**config.mk**
```make
export PLATFORM = sky130hd
export DESIGN_NAME = timer_unit
export DESIGN_NICKNAME = d
export VERILOG_FILES = /design/src/shared/timer_pkg.sv /design/src/rtl/timer_unit.sv
export SDC_FILE = /design/constraint.sdc
export NUM_CORES = 1
export LEC_CHECK = 0
export BUFFER_PORTS_ARGS = -buffer_cell sky130_fd_sc_hd__buf_2
export CELL_PAD_IN_SITES_DETAIL_PLACEMENT = 0
export CELL_PAD_IN_SITES_GLOBAL_PLACEMENT = 2
export CORE_MARGIN = 5
export CORE_UTILIZATION = 37
export CTS_CLUSTER_SIZE = 20
export DETAILED_ROUTE_END_ITERATION = 6
export GPL_ROUTABILITY_DRIVEN = 0
export GPL_TIMING_DRIVEN = 0
export PLACE_DENSITY = 0.92
export SKIP_LAST_GASP = 1
export SLEW_MARGIN = 10
export SYNTH_ARGS = -nofsm -noshare
export SYNTH_HDL_FRONTEND = slang
export SYNTH_SLANG_ARGS = --single-unit
```
**constraint.sdc**
```tcl
create_clock -name mclk -period 3.5 [get_ports mclk]
set_clock_uncertainty 0.1 [all_clocks]
set_input_delay 0.875 -clock mclk [delete_from_list [all_inputs] [get_ports mclk]]
set_output_delay 0.875 -clock mclk [all_outputs]
set_load 0.01 [all_outputs]
```
**src/shared/timer_pkg.sv**
```systemverilog
// Constants for the 8-bit timer with compare, capture and flag logic
package timer_pkg;
  localparam int CNT_W = 8;
  localparam logic [7:0] BOTTOM_VAL = 8'h00;
  localparam logic [7:0] MAX_VAL = 8'hFF;
  // Register byte offsets
  localparam logic [7:0] OFS_CTRL_A = 8'h00;
  localparam logic [7:0] OFS_CTRL_B = 8'h04;
  localparam logic [7:0] OFS_COUNT = 8'h08;
  localparam logic [7:0] OFS_CMP_A = 8'h0C;
  localparam logic [7:0] OFS_CMP_B = 8'h10;
  localparam logic [7:0] OFS_CAPT = 8'h14;
  localparam logic [7:0] OFS_MASK = 8'h18;
  localparam logic [7:0] OFS_FLAGS = 8'h1C;
  // Control register A fields
  localparam int CA_MODE_A_LSB = 6;
  localparam int CA_MODE_B_LSB = 4;
  localparam int CA_WGM_LO_LSB = 0;
  // Control register B fields
  localparam int CB_FORCE_A = 7;
  localparam int CB_FORCE_B = 6;
  localparam int CB_CAPT_EDGE = 5;
  localparam int CB_WGM_HI_LSB = 3;
  localparam int CB_CS_LSB = 0;
  localparam logic [7:0] CB_STORE_MASK = 8'h3F;
  // Flag bit positions
  localparam int FLG_CAPT = 5;
  localparam int FLG_MATCH_B = 2;
  localparam int FLG_MATCH_A = 1;
  localparam int FLG_OVF = 0;
  localparam logic [7:0] FLG_USED = 8'h27;
  localparam logic [7:0] REG_RESET = 8'h00;
  // Clock source select codes
  localparam logic [2:0] CS_NONE = 3'h0;
  localparam logic [2:0] CS_DIRECT = 3'h1;
  localparam logic [2:0] CS_DIV8 = 3'h2;
  localparam logic [2:0] CS_DIV64 = 3'h3;
  localparam logic [2:0] CS_DIV256 = 3'h4;
  localparam logic [2:0] CS_DIV1024 = 3'h5;
  localparam logic [2:0] CS_EXT_FALL = 3'h6;
  localparam logic [2:0] CS_EXT_RISE = 3'h7;
  localparam int PRESCALE_W = 10;
  localparam int TAP_DIV8 = 2;
  localparam int TAP_DIV64 = 5;
  localparam int TAP_DIV256 = 7;
  localparam int TAP_DIV1024 = 9;
  // Waveform mode codes
  localparam logic [3:0] WGM_NORMAL = 4'h0;
  localparam logic [3:0] WGM_PC_MAX = 4'h1;
  localparam logic [3:0] WGM_CTC_A = 4'h2;
  localparam logic [3:0] WGM_FAST_MAX = 4'h3;
  localparam logic [3:0] WGM_PC_A = 4'h5;
  localparam logic [3:0] WGM_FAST_A = 4'h7;
  localparam logic [3:0] WGM_CTC_CAPT = 4'hC;
  localparam logic [3:0] WGM_FAST_CAPT = 4'hE;
  // Compare output actions
  localparam logic [1:0] COM_OFF = 2'h0;
  localparam logic [1:0] COM_TOGGLE = 2'h1;
  localparam logic [1:0] COM_CLEAR = 2'h2;
  localparam logic [1:0] COM_SET = 2'h3;
  // Mode families
  typedef enum logic [3:0] {
    FAM_NORMAL = 4'b0001,
    FAM_CTC = 4'b0010,
    FAM_FAST = 4'b0100,
    FAM_PHASE = 4'b1000
  } family_t;
  typedef enum logic [2:0] {
    TOP_MAX = 3'b001,
    TOP_CMP_A = 3'b010,
    TOP_CAPT = 3'b100
  } top_sel_t;
endpackage : timer_pkg

```
**src/rtl/timer_unit.sv**
```systemverilog
// Eight-bit timer with compare, capture, waveform and flag logic
`timescale 1ns/100ps
module timer_unit (
  input wire logic mclk, // System clock
  input wire logic rst_n, // Asynchronous reset
  input wire logic psel, // APB select
  input wire logic penable, // APB enable
  input wire logic pwrite, // APB direction
  input wire logic [7:0] paddr, // APB byte address
  input wire logic [31:0] pwdata, // APB write data
  input wire logic [3:0] pstrb, // APB byte strobes
  output logic [31:0] prdata, // APB read data
  output logic pready, // APB ready
  output logic pslverr, // APB error
  input wire logic external_count_pin, // External count input
  input wire logic capture_input_pin, // Capture trigger input
  input wire logic [3:0] vector_ack, // Vector executed per flag
  output logic [3:0] irq_request, // Masked requests per flag
  output logic compare_output_a, // Waveform output A
  output logic compare_output_b // Waveform output B
);

  // ----------------------------------------------------------------
  // Registers and state
  // ----------------------------------------------------------------
  logic [7:0] control_reg_a;
  logic [7:0] control_reg_b;
  logic [7:0] counter_value;
  logic [7:0] compare_value_a;
  logic [7:0] compare_value_b;
  logic [7:0] active_cmp_a;
  logic [7:0] active_cmp_b;
  logic [7:0] capture_register;
  logic [7:0] interrupt_mask_reg;
  logic [7:0] timer1_flag_reg;
  logic count_down;
  logic [timer_pkg::PRESCALE_W-1:0] prescale;
  logic [timer_pkg::PRESCALE_W-1:0] prescale_prev;
  logic ext_sync1;
  logic ext_sync2;
  logic ext_prev;
  logic capt_sync1;
  logic capt_sync2;
  logic capt_prev;

  // ----------------------------------------------------------------
  // Decoding helpers
  // ----------------------------------------------------------------
  function automatic logic addr_is(input logic [7:0] a,
                                   input logic [7:0] ofs);
    addr_is = (a == ofs);
  endfunction : addr_is

  function automatic timer_pkg::family_t mode_family(input logic [3:0] m);
    unique case (m)
      timer_pkg::WGM_CTC_A, timer_pkg::WGM_CTC_CAPT:
        mode_family = timer_pkg::FAM_CTC;
      timer_pkg::WGM_FAST_MAX, timer_pkg::WGM_FAST_A,
      timer_pkg::WGM_FAST_CAPT:
        mode_family = timer_pkg::FAM_FAST;
      timer_pkg::WGM_PC_MAX, timer_pkg::WGM_PC_A:
        mode_family = timer_pkg::FAM_PHASE;
      default:
        mode_family = timer_pkg::FAM_NORMAL;
    endcase
  endfunction : mode_family

  function automatic timer_pkg::top_sel_t top_source(input logic [3:0] m);
    unique case (m)
      timer_pkg::WGM_CTC_A, timer_pkg::WGM_PC_A, timer_pkg::WGM_FAST_A:
        top_source = timer_pkg::TOP_CMP_A;
      timer_pkg::WGM_CTC_CAPT, timer_pkg::WGM_FAST_CAPT:
        top_source = timer_pkg::TOP_CAPT;
      default:
        top_source = timer_pkg::TOP_MAX;
    endcase
  endfunction : top_source

  // ----------------------------------------------------------------
  // Field extraction
  // ----------------------------------------------------------------
  logic [2:0] clock_source_select;
  logic [3:0] waveform_mode_select;
  logic [1:0] out_mode_a;
  logic [1:0] out_mode_b;
  timer_pkg::family_t family;
  timer_pkg::top_sel_t top_sel;
  logic [7:0] top_value;

  assign clock_source_select =
    control_reg_b[timer_pkg::CB_CS_LSB +: 3];
  assign waveform_mode_select = {control_reg_b[timer_pkg::CB_WGM_HI_LSB +: 2],
                                 control_reg_a[timer_pkg::CA_WGM_LO_LSB +: 2]};
  assign out_mode_a = control_reg_a[timer_pkg::CA_MODE_A_LSB +: 2];
  assign out_mode_b = control_reg_a[timer_pkg::CA_MODE_B_LSB +: 2];
  assign family = mode_family(waveform_mode_select);
  assign top_sel = top_source(waveform_mode_select);

  always_comb
  begin
    unique case (top_sel)
      timer_pkg::TOP_CMP_A: top_value = active_cmp_a;
      timer_pkg::TOP_CAPT: top_value = capture_register;
      default: top_value = timer_pkg::MAX_VAL;
    endcase
  end

  // ----------------------------------------------------------------
  // APB access
  // ----------------------------------------------------------------
  logic bus_access;
  logic bus_write;
  logic addr_ok;
  logic wr_ctrl_a;
  logic wr_ctrl_b;
  logic wr_count;
  logic wr_cmp_a;
  logic wr_cmp_b;
  logic wr_capt;
  logic wr_mask;
  logic wr_flags;
  logic [7:0] wbyte;

  assign bus_access = psel && penable;
  assign bus_write = bus_access && pwrite && pstrb[0];
  assign wbyte = pwdata[7:0];
  assign addr_ok = addr_is(paddr, timer_pkg::OFS_CTRL_A)
                || addr_is(paddr, timer_pkg::OFS_CTRL_B)
                || addr_is(paddr, timer_pkg::OFS_COUNT)
                || addr_is(paddr, timer_pkg::OFS_CMP_A)
                || addr_is(paddr, timer_pkg::OFS_CMP_B)
                || addr_is(paddr, timer_pkg::OFS_CAPT)
                || addr_is(paddr, timer_pkg::OFS_MASK)
                || addr_is(paddr, timer_pkg::OFS_FLAGS);
  assign wr_ctrl_a = bus_write && addr_is(paddr, timer_pkg::OFS_CTRL_A);
  assign wr_ctrl_b = bus_write && addr_is(paddr, timer_pkg::OFS_CTRL_B);
  assign wr_count = bus_write && addr_is(paddr, timer_pkg::OFS_COUNT);
  assign wr_cmp_a = bus_write && addr_is(paddr, timer_pkg::OFS_CMP_A);
  assign wr_cmp_b = bus_write && addr_is(paddr, timer_pkg::OFS_CMP_B);
  assign wr_capt = bus_write && addr_is(paddr, timer_pkg::OFS_CAPT);
  assign wr_mask = bus_write && addr_is(paddr, timer_pkg::OFS_MASK);
  assign wr_flags = bus_write && addr_is(paddr, timer_pkg::OFS_FLAGS);

  assign pready = 1'b1;
  assign pslverr = psel && penable && !addr_ok;

  always_ff @(posedge mclk or negedge rst_n)
  begin
    if (!rst_n)
      prdata <= 32'h00000000;
    else if (psel && !penable && !pwrite)
    begin
      unique case (1'b1)
        addr_is(paddr, timer_pkg::OFS_CTRL_A): prdata <= {24'h000000,
                                                          control_reg_a};
        addr_is(paddr, timer_pkg::OFS_CTRL_B): prdata <= {24'h000000,
                                                          control_reg_b};
        addr_is(paddr, timer_pkg::OFS_COUNT): prdata <= {24'h000000,
                                                         counter_value};
        addr_is(paddr, timer_pkg::OFS_CMP_A): prdata <= {24'h000000,
                                                         compare_value_a};
        addr_is(paddr, timer_pkg::OFS_CMP_B): prdata <= {24'h000000,
                                                         compare_value_b};
        addr_is(paddr, timer_pkg::OFS_CAPT): prdata <= {24'h000000,
                                                        capture_register};
        addr_is(paddr, timer_pkg::OFS_MASK): prdata <= {24'h000000,
                                                        interrupt_mask_reg};
        addr_is(paddr, timer_pkg::OFS_FLAGS): prdata <= {24'h000000,
                                                         timer1_flag_reg};
        default: prdata <= 32'h00000000;
      endcase
    end
  end

  always_ff @(posedge mclk or negedge rst_n)
  begin
    if (!rst_n)
    begin
      control_reg_a <= timer_pkg::REG_RESET;
      control_reg_b <= timer_pkg::REG_RESET;
      interrupt_mask_reg <= timer_pkg::REG_RESET;
    end
    else
    begin
      if (wr_ctrl_a)
        control_reg_a <= wbyte;
      // Force bits are strobes and are not stored
      if (wr_ctrl_b)
        control_reg_b <= wbyte & timer_pkg::CB_STORE_MASK;
      if (wr_mask)
        interrupt_mask_reg <= wbyte & timer_pkg::FLG_USED;
    end
  end

  // ----------------------------------------------------------------
  // Input synchronisers and edge detection
  // ----------------------------------------------------------------
  always_ff @(posedge mclk or negedge rst_n)
  begin
    if (!rst_n)
    begin
      ext_sync1 <= 1'b0;
      ext_sync2 <= 1'b0;
      ext_prev <= 1'b0;
      capt_sync1 <= 1'b0;
      capt_sync2 <= 1'b0;
      capt_prev <= 1'b0;
    end
    else
    begin
      ext_sync1 <= external_count_pin;
      ext_sync2 <= ext_sync1;
      ext_prev <= ext_sync2;
      capt_sync1 <= capture_input_pin;
      capt_sync2 <= capt_sync1;
      capt_prev <= capt_sync2;
    end
  end

  logic capture_event;
  assign capture_event = control_reg_b[timer_pkg::CB_CAPT_EDGE]
                       ? (capt_sync2 && !capt_prev)
                       : (!capt_sync2 && capt_prev);

  // ----------------------------------------------------------------
  // Prescaler and clock select
  // ----------------------------------------------------------------
  always_ff @(posedge mclk or negedge rst_n)
  begin
    if (!rst_n)
    begin
      prescale <= '0;
      prescale_prev <= '0;
    end
    else
    begin
      prescale <= prescale + 1'b1;
      prescale_prev <= prescale;
    end
  end

  // Falling tap bit marks one full divider period
  logic [3:0] tap_pulse;
  genvar gi;
  localparam int TAPS [4] = '{timer_pkg::TAP_DIV8, timer_pkg::TAP_DIV64,
                              timer_pkg::TAP_DIV256, timer_pkg::TAP_DIV1024};
  generate
    for (gi = 0; gi < 4; gi++)
    begin : g_tap
      assign tap_pulse[gi] = prescale_prev[TAPS[gi]] && !prescale[TAPS[gi]];
    end
  endgenerate

  logic timer_tick;
  always_comb
  begin
    unique case (clock_source_select)
      timer_pkg::CS_NONE: timer_tick = 1'b0;
      timer_pkg::CS_DIRECT: timer_tick = 1'b1;
      timer_pkg::CS_DIV8: timer_tick = tap_pulse[0];
      timer_pkg::CS_DIV64: timer_tick = tap_pulse[1];
      timer_pkg::CS_DIV256: timer_tick = tap_pulse[2];
      timer_pkg::CS_DIV1024: timer_tick = tap_pulse[3];
      timer_pkg::CS_EXT_FALL: timer_tick = !ext_sync2 && ext_prev;
      timer_pkg::CS_EXT_RISE: timer_tick = ext_sync2 && !ext_prev;
    endcase
  end

  // ----------------------------------------------------------------
  // Counter unit
  // ----------------------------------------------------------------
  logic at_top;
  logic at_bottom;
  logic [7:0] next_count;
  logic next_down;

  assign at_top = (counter_value == top_value);
  assign at_bottom = (counter_value == timer_pkg::BOTTOM_VAL);

  always_comb
  begin
    next_count = counter_value;
    next_down = count_down;
    unique case (family)
      timer_pkg::FAM_CTC, timer_pkg::FAM_FAST:
      begin
        next_down = 1'b0;
        next_count = at_top ? timer_pkg::BOTTOM_VAL : counter_value + 8'h01;
      end
      timer_pkg::FAM_PHASE:
      begin
        if (at_top)
          next_down = 1'b1;
        else if (at_bottom)
          next_down = 1'b0;
        next_count = next_down ? counter_value - 8'h01
                               : counter_value + 8'h01;
      end
      default:
      begin
        next_down = 1'b0;
        next_count = counter_value + 8'h01;
      end
    endcase
  end

  always_ff @(posedge mclk or negedge rst_n)
  begin
    if (!rst_n)
    begin
      counter_value <= timer_pkg::BOTTOM_VAL;
      count_down <= 1'b0;
    end
    else if (wr_count)
      counter_value <= wbyte;
    else if (timer_tick)
    begin
      counter_value <= next_count;
      count_down <= next_down;
    end
  end

  // ----------------------------------------------------------------
  // Compare buffers and capture register
  // ----------------------------------------------------------------
  logic buffer_load;
  always_comb
  begin
    unique case (family)
      timer_pkg::FAM_FAST: buffer_load = timer_tick && at_top;
      timer_pkg::FAM_PHASE: buffer_load = timer_tick && at_top;
      default: buffer_load = 1'b1;
    endcase
  end

  always_ff @(posedge mclk or negedge rst_n)
  begin
    if (!rst_n)
    begin
      compare_value_a <= timer_pkg::REG_RESET;
      compare_value_b <= timer_pkg::REG_RESET;
      active_cmp_a <= timer_pkg::REG_RESET;
      active_cmp_b <= timer_pkg::REG_RESET;
    end
    else
    begin
      if (wr_cmp_a)
        compare_value_a <= wbyte;
      if (wr_cmp_b)
        compare_value_b <= wbyte;
      if (buffer_load)
      begin
        active_cmp_a <= wr_cmp_a ? wbyte : compare_value_a;
        active_cmp_b <= wr_cmp_b ? wbyte : compare_value_b;
      end
    end
  end

  always_ff @(posedge mclk or negedge rst_n)
  begin
    if (!rst_n)
      capture_register <= timer_pkg::REG_RESET;
    else if (wr_capt)
      capture_register <= wbyte;
    else if (capture_event && top_sel != timer_pkg::TOP_CAPT)
      capture_register <= counter_value;
  end

  // ----------------------------------------------------------------
  // Flags
  // ----------------------------------------------------------------
  logic match_a;
  logic match_b;
  logic overflow;
  logic [7:0] flag_set;
  logic [7:0] flag_clr;

  assign match_a = timer_tick && (counter_value == active_cmp_a);
  assign match_b = timer_tick && (counter_value == active_cmp_b);

  always_comb
  begin
    unique case (family)
      timer_pkg::FAM_FAST: overflow = timer_tick && at_top;
      timer_pkg::FAM_PHASE: overflow = timer_tick && at_bottom && count_down;
      default: overflow = timer_tick && (counter_value == timer_pkg::MAX_VAL);
    endcase
  end

  always_comb
  begin
    flag_set = 8'h00;
    flag_set[timer_pkg::FLG_MATCH_A] = match_a;
    flag_set[timer_pkg::FLG_MATCH_B] = match_b;
    flag_set[timer_pkg::FLG_OVF] = overflow;
    flag_set[timer_pkg::FLG_CAPT] = (top_sel == timer_pkg::TOP_CAPT)
                                  ? (timer_tick && at_top)
                                  : capture_event;
    flag_clr = {4'h0, vector_ack};
    flag_clr[timer_pkg::FLG_CAPT] = vector_ack[3];
    flag_clr[3] = 1'b0;
    if (wr_flags)
      flag_clr = flag_clr | wbyte;
    flag_clr = flag_clr & timer_pkg::FLG_USED;
  end

  always_ff @(posedge mclk or negedge rst_n)
  begin
    if (!rst_n)
      timer1_flag_reg <= timer_pkg::REG_RESET;
    else
      timer1_flag_reg <= (timer1_flag_reg & ~flag_clr) | flag_set;
  end

  assign irq_request = {
    timer1_flag_reg[timer_pkg::FLG_CAPT] &
      interrupt_mask_reg[timer_pkg::FLG_CAPT],
    timer1_flag_reg[timer_pkg::FLG_MATCH_B] &
      interrupt_mask_reg[timer_pkg::FLG_MATCH_B],
    timer1_flag_reg[timer_pkg::FLG_MATCH_A] &
      interrupt_mask_reg[timer_pkg::FLG_MATCH_A],
    timer1_flag_reg[timer_pkg::FLG_OVF] &
      interrupt_mask_reg[timer_pkg::FLG_OVF]};

  // ----------------------------------------------------------------
  // Waveform generator
  // ----------------------------------------------------------------
  logic force_a;
  logic force_b;
  assign force_a = wr_ctrl_b && wbyte[timer_pkg::CB_FORCE_A];
  assign force_b = wr_ctrl_b && wbyte[timer_pkg::CB_FORCE_B];

  function automatic logic wave_next(input logic cur,
                                     input logic [1:0] om,
                                     input timer_pkg::family_t fam,
                                     input logic hit,
                                     input logic forced,
                                     input logic bottom_tick,
                                     input logic down);
    logic pwm;
    pwm = (fam == timer_pkg::FAM_FAST) || (fam == timer_pkg::FAM_PHASE);
    wave_next = cur;
    if (om == timer_pkg::COM_OFF)
      wave_next = 1'b0;
    else if (!pwm && (hit || forced))
    begin
      unique case (om)
        timer_pkg::COM_TOGGLE: wave_next = !cur;
        timer_pkg::COM_CLEAR: wave_next = 1'b0;
        default: wave_next = 1'b1;
      endcase
    end
    else if (pwm && fam == timer_pkg::FAM_FAST)
    begin
      if (hit)
        wave_next = (om == timer_pkg::COM_SET);
      else if (bottom_tick)
        wave_next = (om != timer_pkg::COM_SET);
    end
    else if (pwm && hit)
      wave_next = (om == timer_pkg::COM_SET) ? !down : down;
  endfunction : wave_next

  always_ff @(posedge mclk or negedge rst_n)
  begin
    if (!rst_n)
    begin
      compare_output_a <= 1'b0;
      compare_output_b <= 1'b0;
    end
    else
    begin
      // Forced strobes reach the pins only in normal and CTC modes; flags ignore them
      compare_output_a <= wave_next(compare_output_a, out_mode_a, family,
                                    match_a, force_a, timer_tick && at_top,
                                    next_down);
      compare_output_b <= wave_next(compare_output_b, out_mode_b, family,
                                    match_b, force_b, timer_tick && at_top,
                                    next_down);
    end
  end

endmodule : timer_unit

```
==> impl_metrics.ini <==
[floorplan]
floorplan.io_pins = 95
die_area_um2 = 18420
die_w_um = 135.7
die_h_um = 135.7
start_util_pct = 37.23
coreArea_um2 = 15710
num_rows = 46

[synth]
synth_cell_types = 75
syn_inst = 552
synth_ff_type = dfrtp_1
async_flop_share_pct = 100.0
synth-warning-count = 0
syn_area_um2 = 5849
ys_seq_area_share_pct = 43.21
yosys_register_bits = 101
postSynthAreaPerCell_um2 = 10.60
synth_edf_count = 0

[clock_network]
cts_tree = built
h-tree-depth = 3
insertion_delay_ns = 0.36
clk_pin_slew_ns = 0.07
cts-root-buf = clkbuf_16
clock_path_buffers = 2
holdBufCountCts = 0
cts_buffers = 9
cts.sinks = 101

[status]
status = completed

[detailed_routing]
avgRoutedWirePerCell_um = 20.50
ant_nets = 0
wl_mm = 17.42
drc = 0
vias_per_cell = 5.573
num_vias = 4737
first_pass_iters = 6
first_iter_violations = 505

[worst_setup_path]
path_cells = nand3b_1 > a21oi_1 > inv_1 > ha_1 > buf_6 > a221oi_1 > xnor2_1 > nor4_4 > buf_4 > a21boi_4 > nor4_4 > buf_4 > and3_1 > a311o_1
r2r-start = control_reg_a[1]$_DFFE_PN0P_
reg2reg_to = counter_value[2]$_DFFE_PN0P_
critical_path_required_ns = 3.64
crit_slowest_cell = dfrtp_1
r2r_slack_ns = 0.15
crit_path_start = control_reg_a[1]$_DFFE_PN0P_
reg2reg_depth = 14
cp_max_fo = 10
start_kind = register
crit_path_end = counter_value[2]$_DFFE_PN0P_
critPathKind = reg -> reg
cpPeakStageDelay_ns = 0.52
end_kind = register
crit_arrival_ns = 3.49

[pwr]
swShare_pct = 29.98
seq_power_share_pct = 45.7
p_int_mw = 1.971
power.density_nw_per_um2 = 413.5
p_comb_share_pct = 17.3
clock_power_share_pct = 36.9
irDropWorstVdd_mv = 0.2113
p_leak_nw = 3.178
switching_power_mw = 0.8441

[timing]
slew_headroom_pct = 32.10
holdWs_ns = 0.2557
finalCritPeriodShare_pct = 95.70
finalSetupViolations = 0
timing_hold_violations_final = 0
drv_slew = 0
max_freq_mhz = 298.6
fin_crit_ns = 3.349
tns_ns = 0
rsz0062_at_grt = false
tightest_slew_ns = 1.015

[global_routing]
antenna_found_initial = 0
grt_max_degree = 62
first_global_vias = 4673
grt_first_pass_wirelength_mm = 27.43
grtUsageTotal_pct = 19.53
grt-ovfl-total = 0

[finish]
largest-register = prescale
nets = 692
fillers = 1508
largest_reg_flops = 10
diodes = 0
finalInstanceArea_um2 = 6809
layout-drive-gt1-share_pct = 27.13
fin_util_pct = 43.33
synthToLayoutAreaGrowth_pct = 16.41

[run]
drv_cap = 0

[placement]
hpwl_mm = 12.63
portBuffers = 40
placed_cell_area_um2 = 6445

[min_path]
hp-class = reg -> reg
-- routing by layer --
metal	part of all wire, %	GRT usage, %	routed length [um]
met4	3.7	7.783	645
met3	9.1	5.981	1585
met5	0	0	0
met2	45	29.48	7879
met1	42	26.22	7312
-- Yosys cell counts, types with 4 or more instances --
master    instances  area [um2]
xnor2_1          13       113.9
a221oi_2          4       60.06
o21ai_0          24       120.1
a31oi_1           5       31.28
and3_1            5       31.28
mux2_4           16       240.2
ha_1              6       75.07
o211ai_1          8       60.06
mux2i_1           9       90.09
a211oi_1          4       30.03
nor3_1            8       40.04
nor2_1           29       108.9
a22o_1            6       52.55
clkbuf_1         13       48.80
a22oi_1          12       90.09
a21oi_1          21       105.1
xor2_1           22       192.7
nand2b_1          8       50.05
nand3_1          11       55.05
dfrtp_1         101        2527
buf_4            27       202.7
a221oi_1         11       96.34
a21o_1            6       45.04
nand2_1          45       168.9
buf_1             4       15.01
mux2_2           30       337.8
inv_1            18       67.56
nor4_1            7       43.79
and2_1            4       25.02
-- what timing repair did --
action,4_1_cts,5_1_grt
pin swaps,1,2
gates cloned,0,0
resized for setup,2,2
setup endpoints to repair,24,23
endpoints found under the hold margin,0,0
buffers inserted,2,4
-- kinds of logic (layout without fill, tap and decap cells) --
family / Yosys count / after routing / synth area share (%)
muxes: 57 / 57 / 11.81
adders and majority gates: 6 / 6 / 1.283
other: 2 / 25 / 0.1284
and+or+nand+nor: 153 / 153 / 15.10
xor gates and xnor gates: 35 / 35 / 5.241
AOI/OAI and AO/OA: 131 / 131 / 16.77
buffers and inverters: 67 / 126 / 6.460
DFF: 101 / 101 / 43.21
-- power groups by stage --
stage	Combinational, mW	Sequential [mW]	Clock, mW
floorplan	0.327	1.29	0
global placement	0.459	1.30	0
detailed placement	0.469	1.31	0
CTS	0.471	1.28	1.05
global route	0.536	1.29	1.09
finish	0.488	1.29	1.04
-- layout make-up --
class	instances	area (um2)	area share, %
timing repair buffer	47	275.3	4.043
sequential	101	2527	37.12
tap	216	270.3	3.969
buffer	47	302.8	4.447
clock buffer	10	239.0	3.510
clock inverter	4	57.56	0.8453
multi-input combinational	407	3069	45.08
inverter	18	67.56	0.9923
-- layout by cell type, fill, tap and decap left out, drive strengths merged, types with 3 or more instances in the layout --
master,n
a211oi,4
a21boi,4
a21o,6
a21oi,21
a221oi,15
a22o,6
a22oi,12
a31oi,5
and2,4
and3,5
buf,83
clkbuf,21
conb,25
dfrtp,101
ha,6
inv,19
mux2,48
mux2i,9
nand2,48
nand2b,8
nand3,12
nand3b,3
nand4,3
nor2,30
nor3,12
nor4,12
o211ai,8
o21ai,25
o22ai,4
or3,3
or4,3
xnor2,13
xor2,22
-- stage by stage --
step           power, mW  cells  setup WS (ns)
6_report           2.815    850         0.1505
5_1_grt            2.922    850        0.02078
4_1_cts            2.805    847        0.06566
3_5_place_dp       1.775    832        -0.3144
3_3_place_gp       1.763    831        -0.2986
2_1_floorplan      1.614    575         0.4129
-- critical path, delay by kind of cell, from the launching register on --
family | cells | cell delay [ns]
AO/OA/AOI/OAI | 4 | 1.19
XOR/XNOR | 1 | 0.22
adder cells (fa/ha/maj) | 1 | 0.19
buffers and inverters | 4 | 0.57
flip-flops | 1 | 0.52
AND/OR/NAND/NOR | 4 | 0.42
-- how the worst min path moves through the flow --
| stage | endpoint | startpoint | cells after the start | slack [ns] |
|---|---|---|---|---|
| floorplan | capt_sync2$_DFF_PN0_ | capt_sync1$_DFF_PN0_ | 0 | 0.23 |
| global placement | capt_sync2$_DFF_PN0_ | capt_sync1$_DFF_PN0_ | 0 | 0.24 |
| detailed placement | capt_sync2$_DFF_PN0_ | capt_sync1$_DFF_PN0_ | 0 | 0.24 |
| CTS | ext_sync2$_DFF_PN0_ | ext_sync1$_DFF_PN0_ | 0 | 0.26 |
| global route | ext_sync2$_DFF_PN0_ | ext_sync1$_DFF_PN0_ | 0 | 0.26 |
| finish | ext_sync2$_DFF_PN0_ | ext_sync1$_DFF_PN0_ | 0 | 0.26 |
No activity file was read; power rests on OpenSTA's default activity.
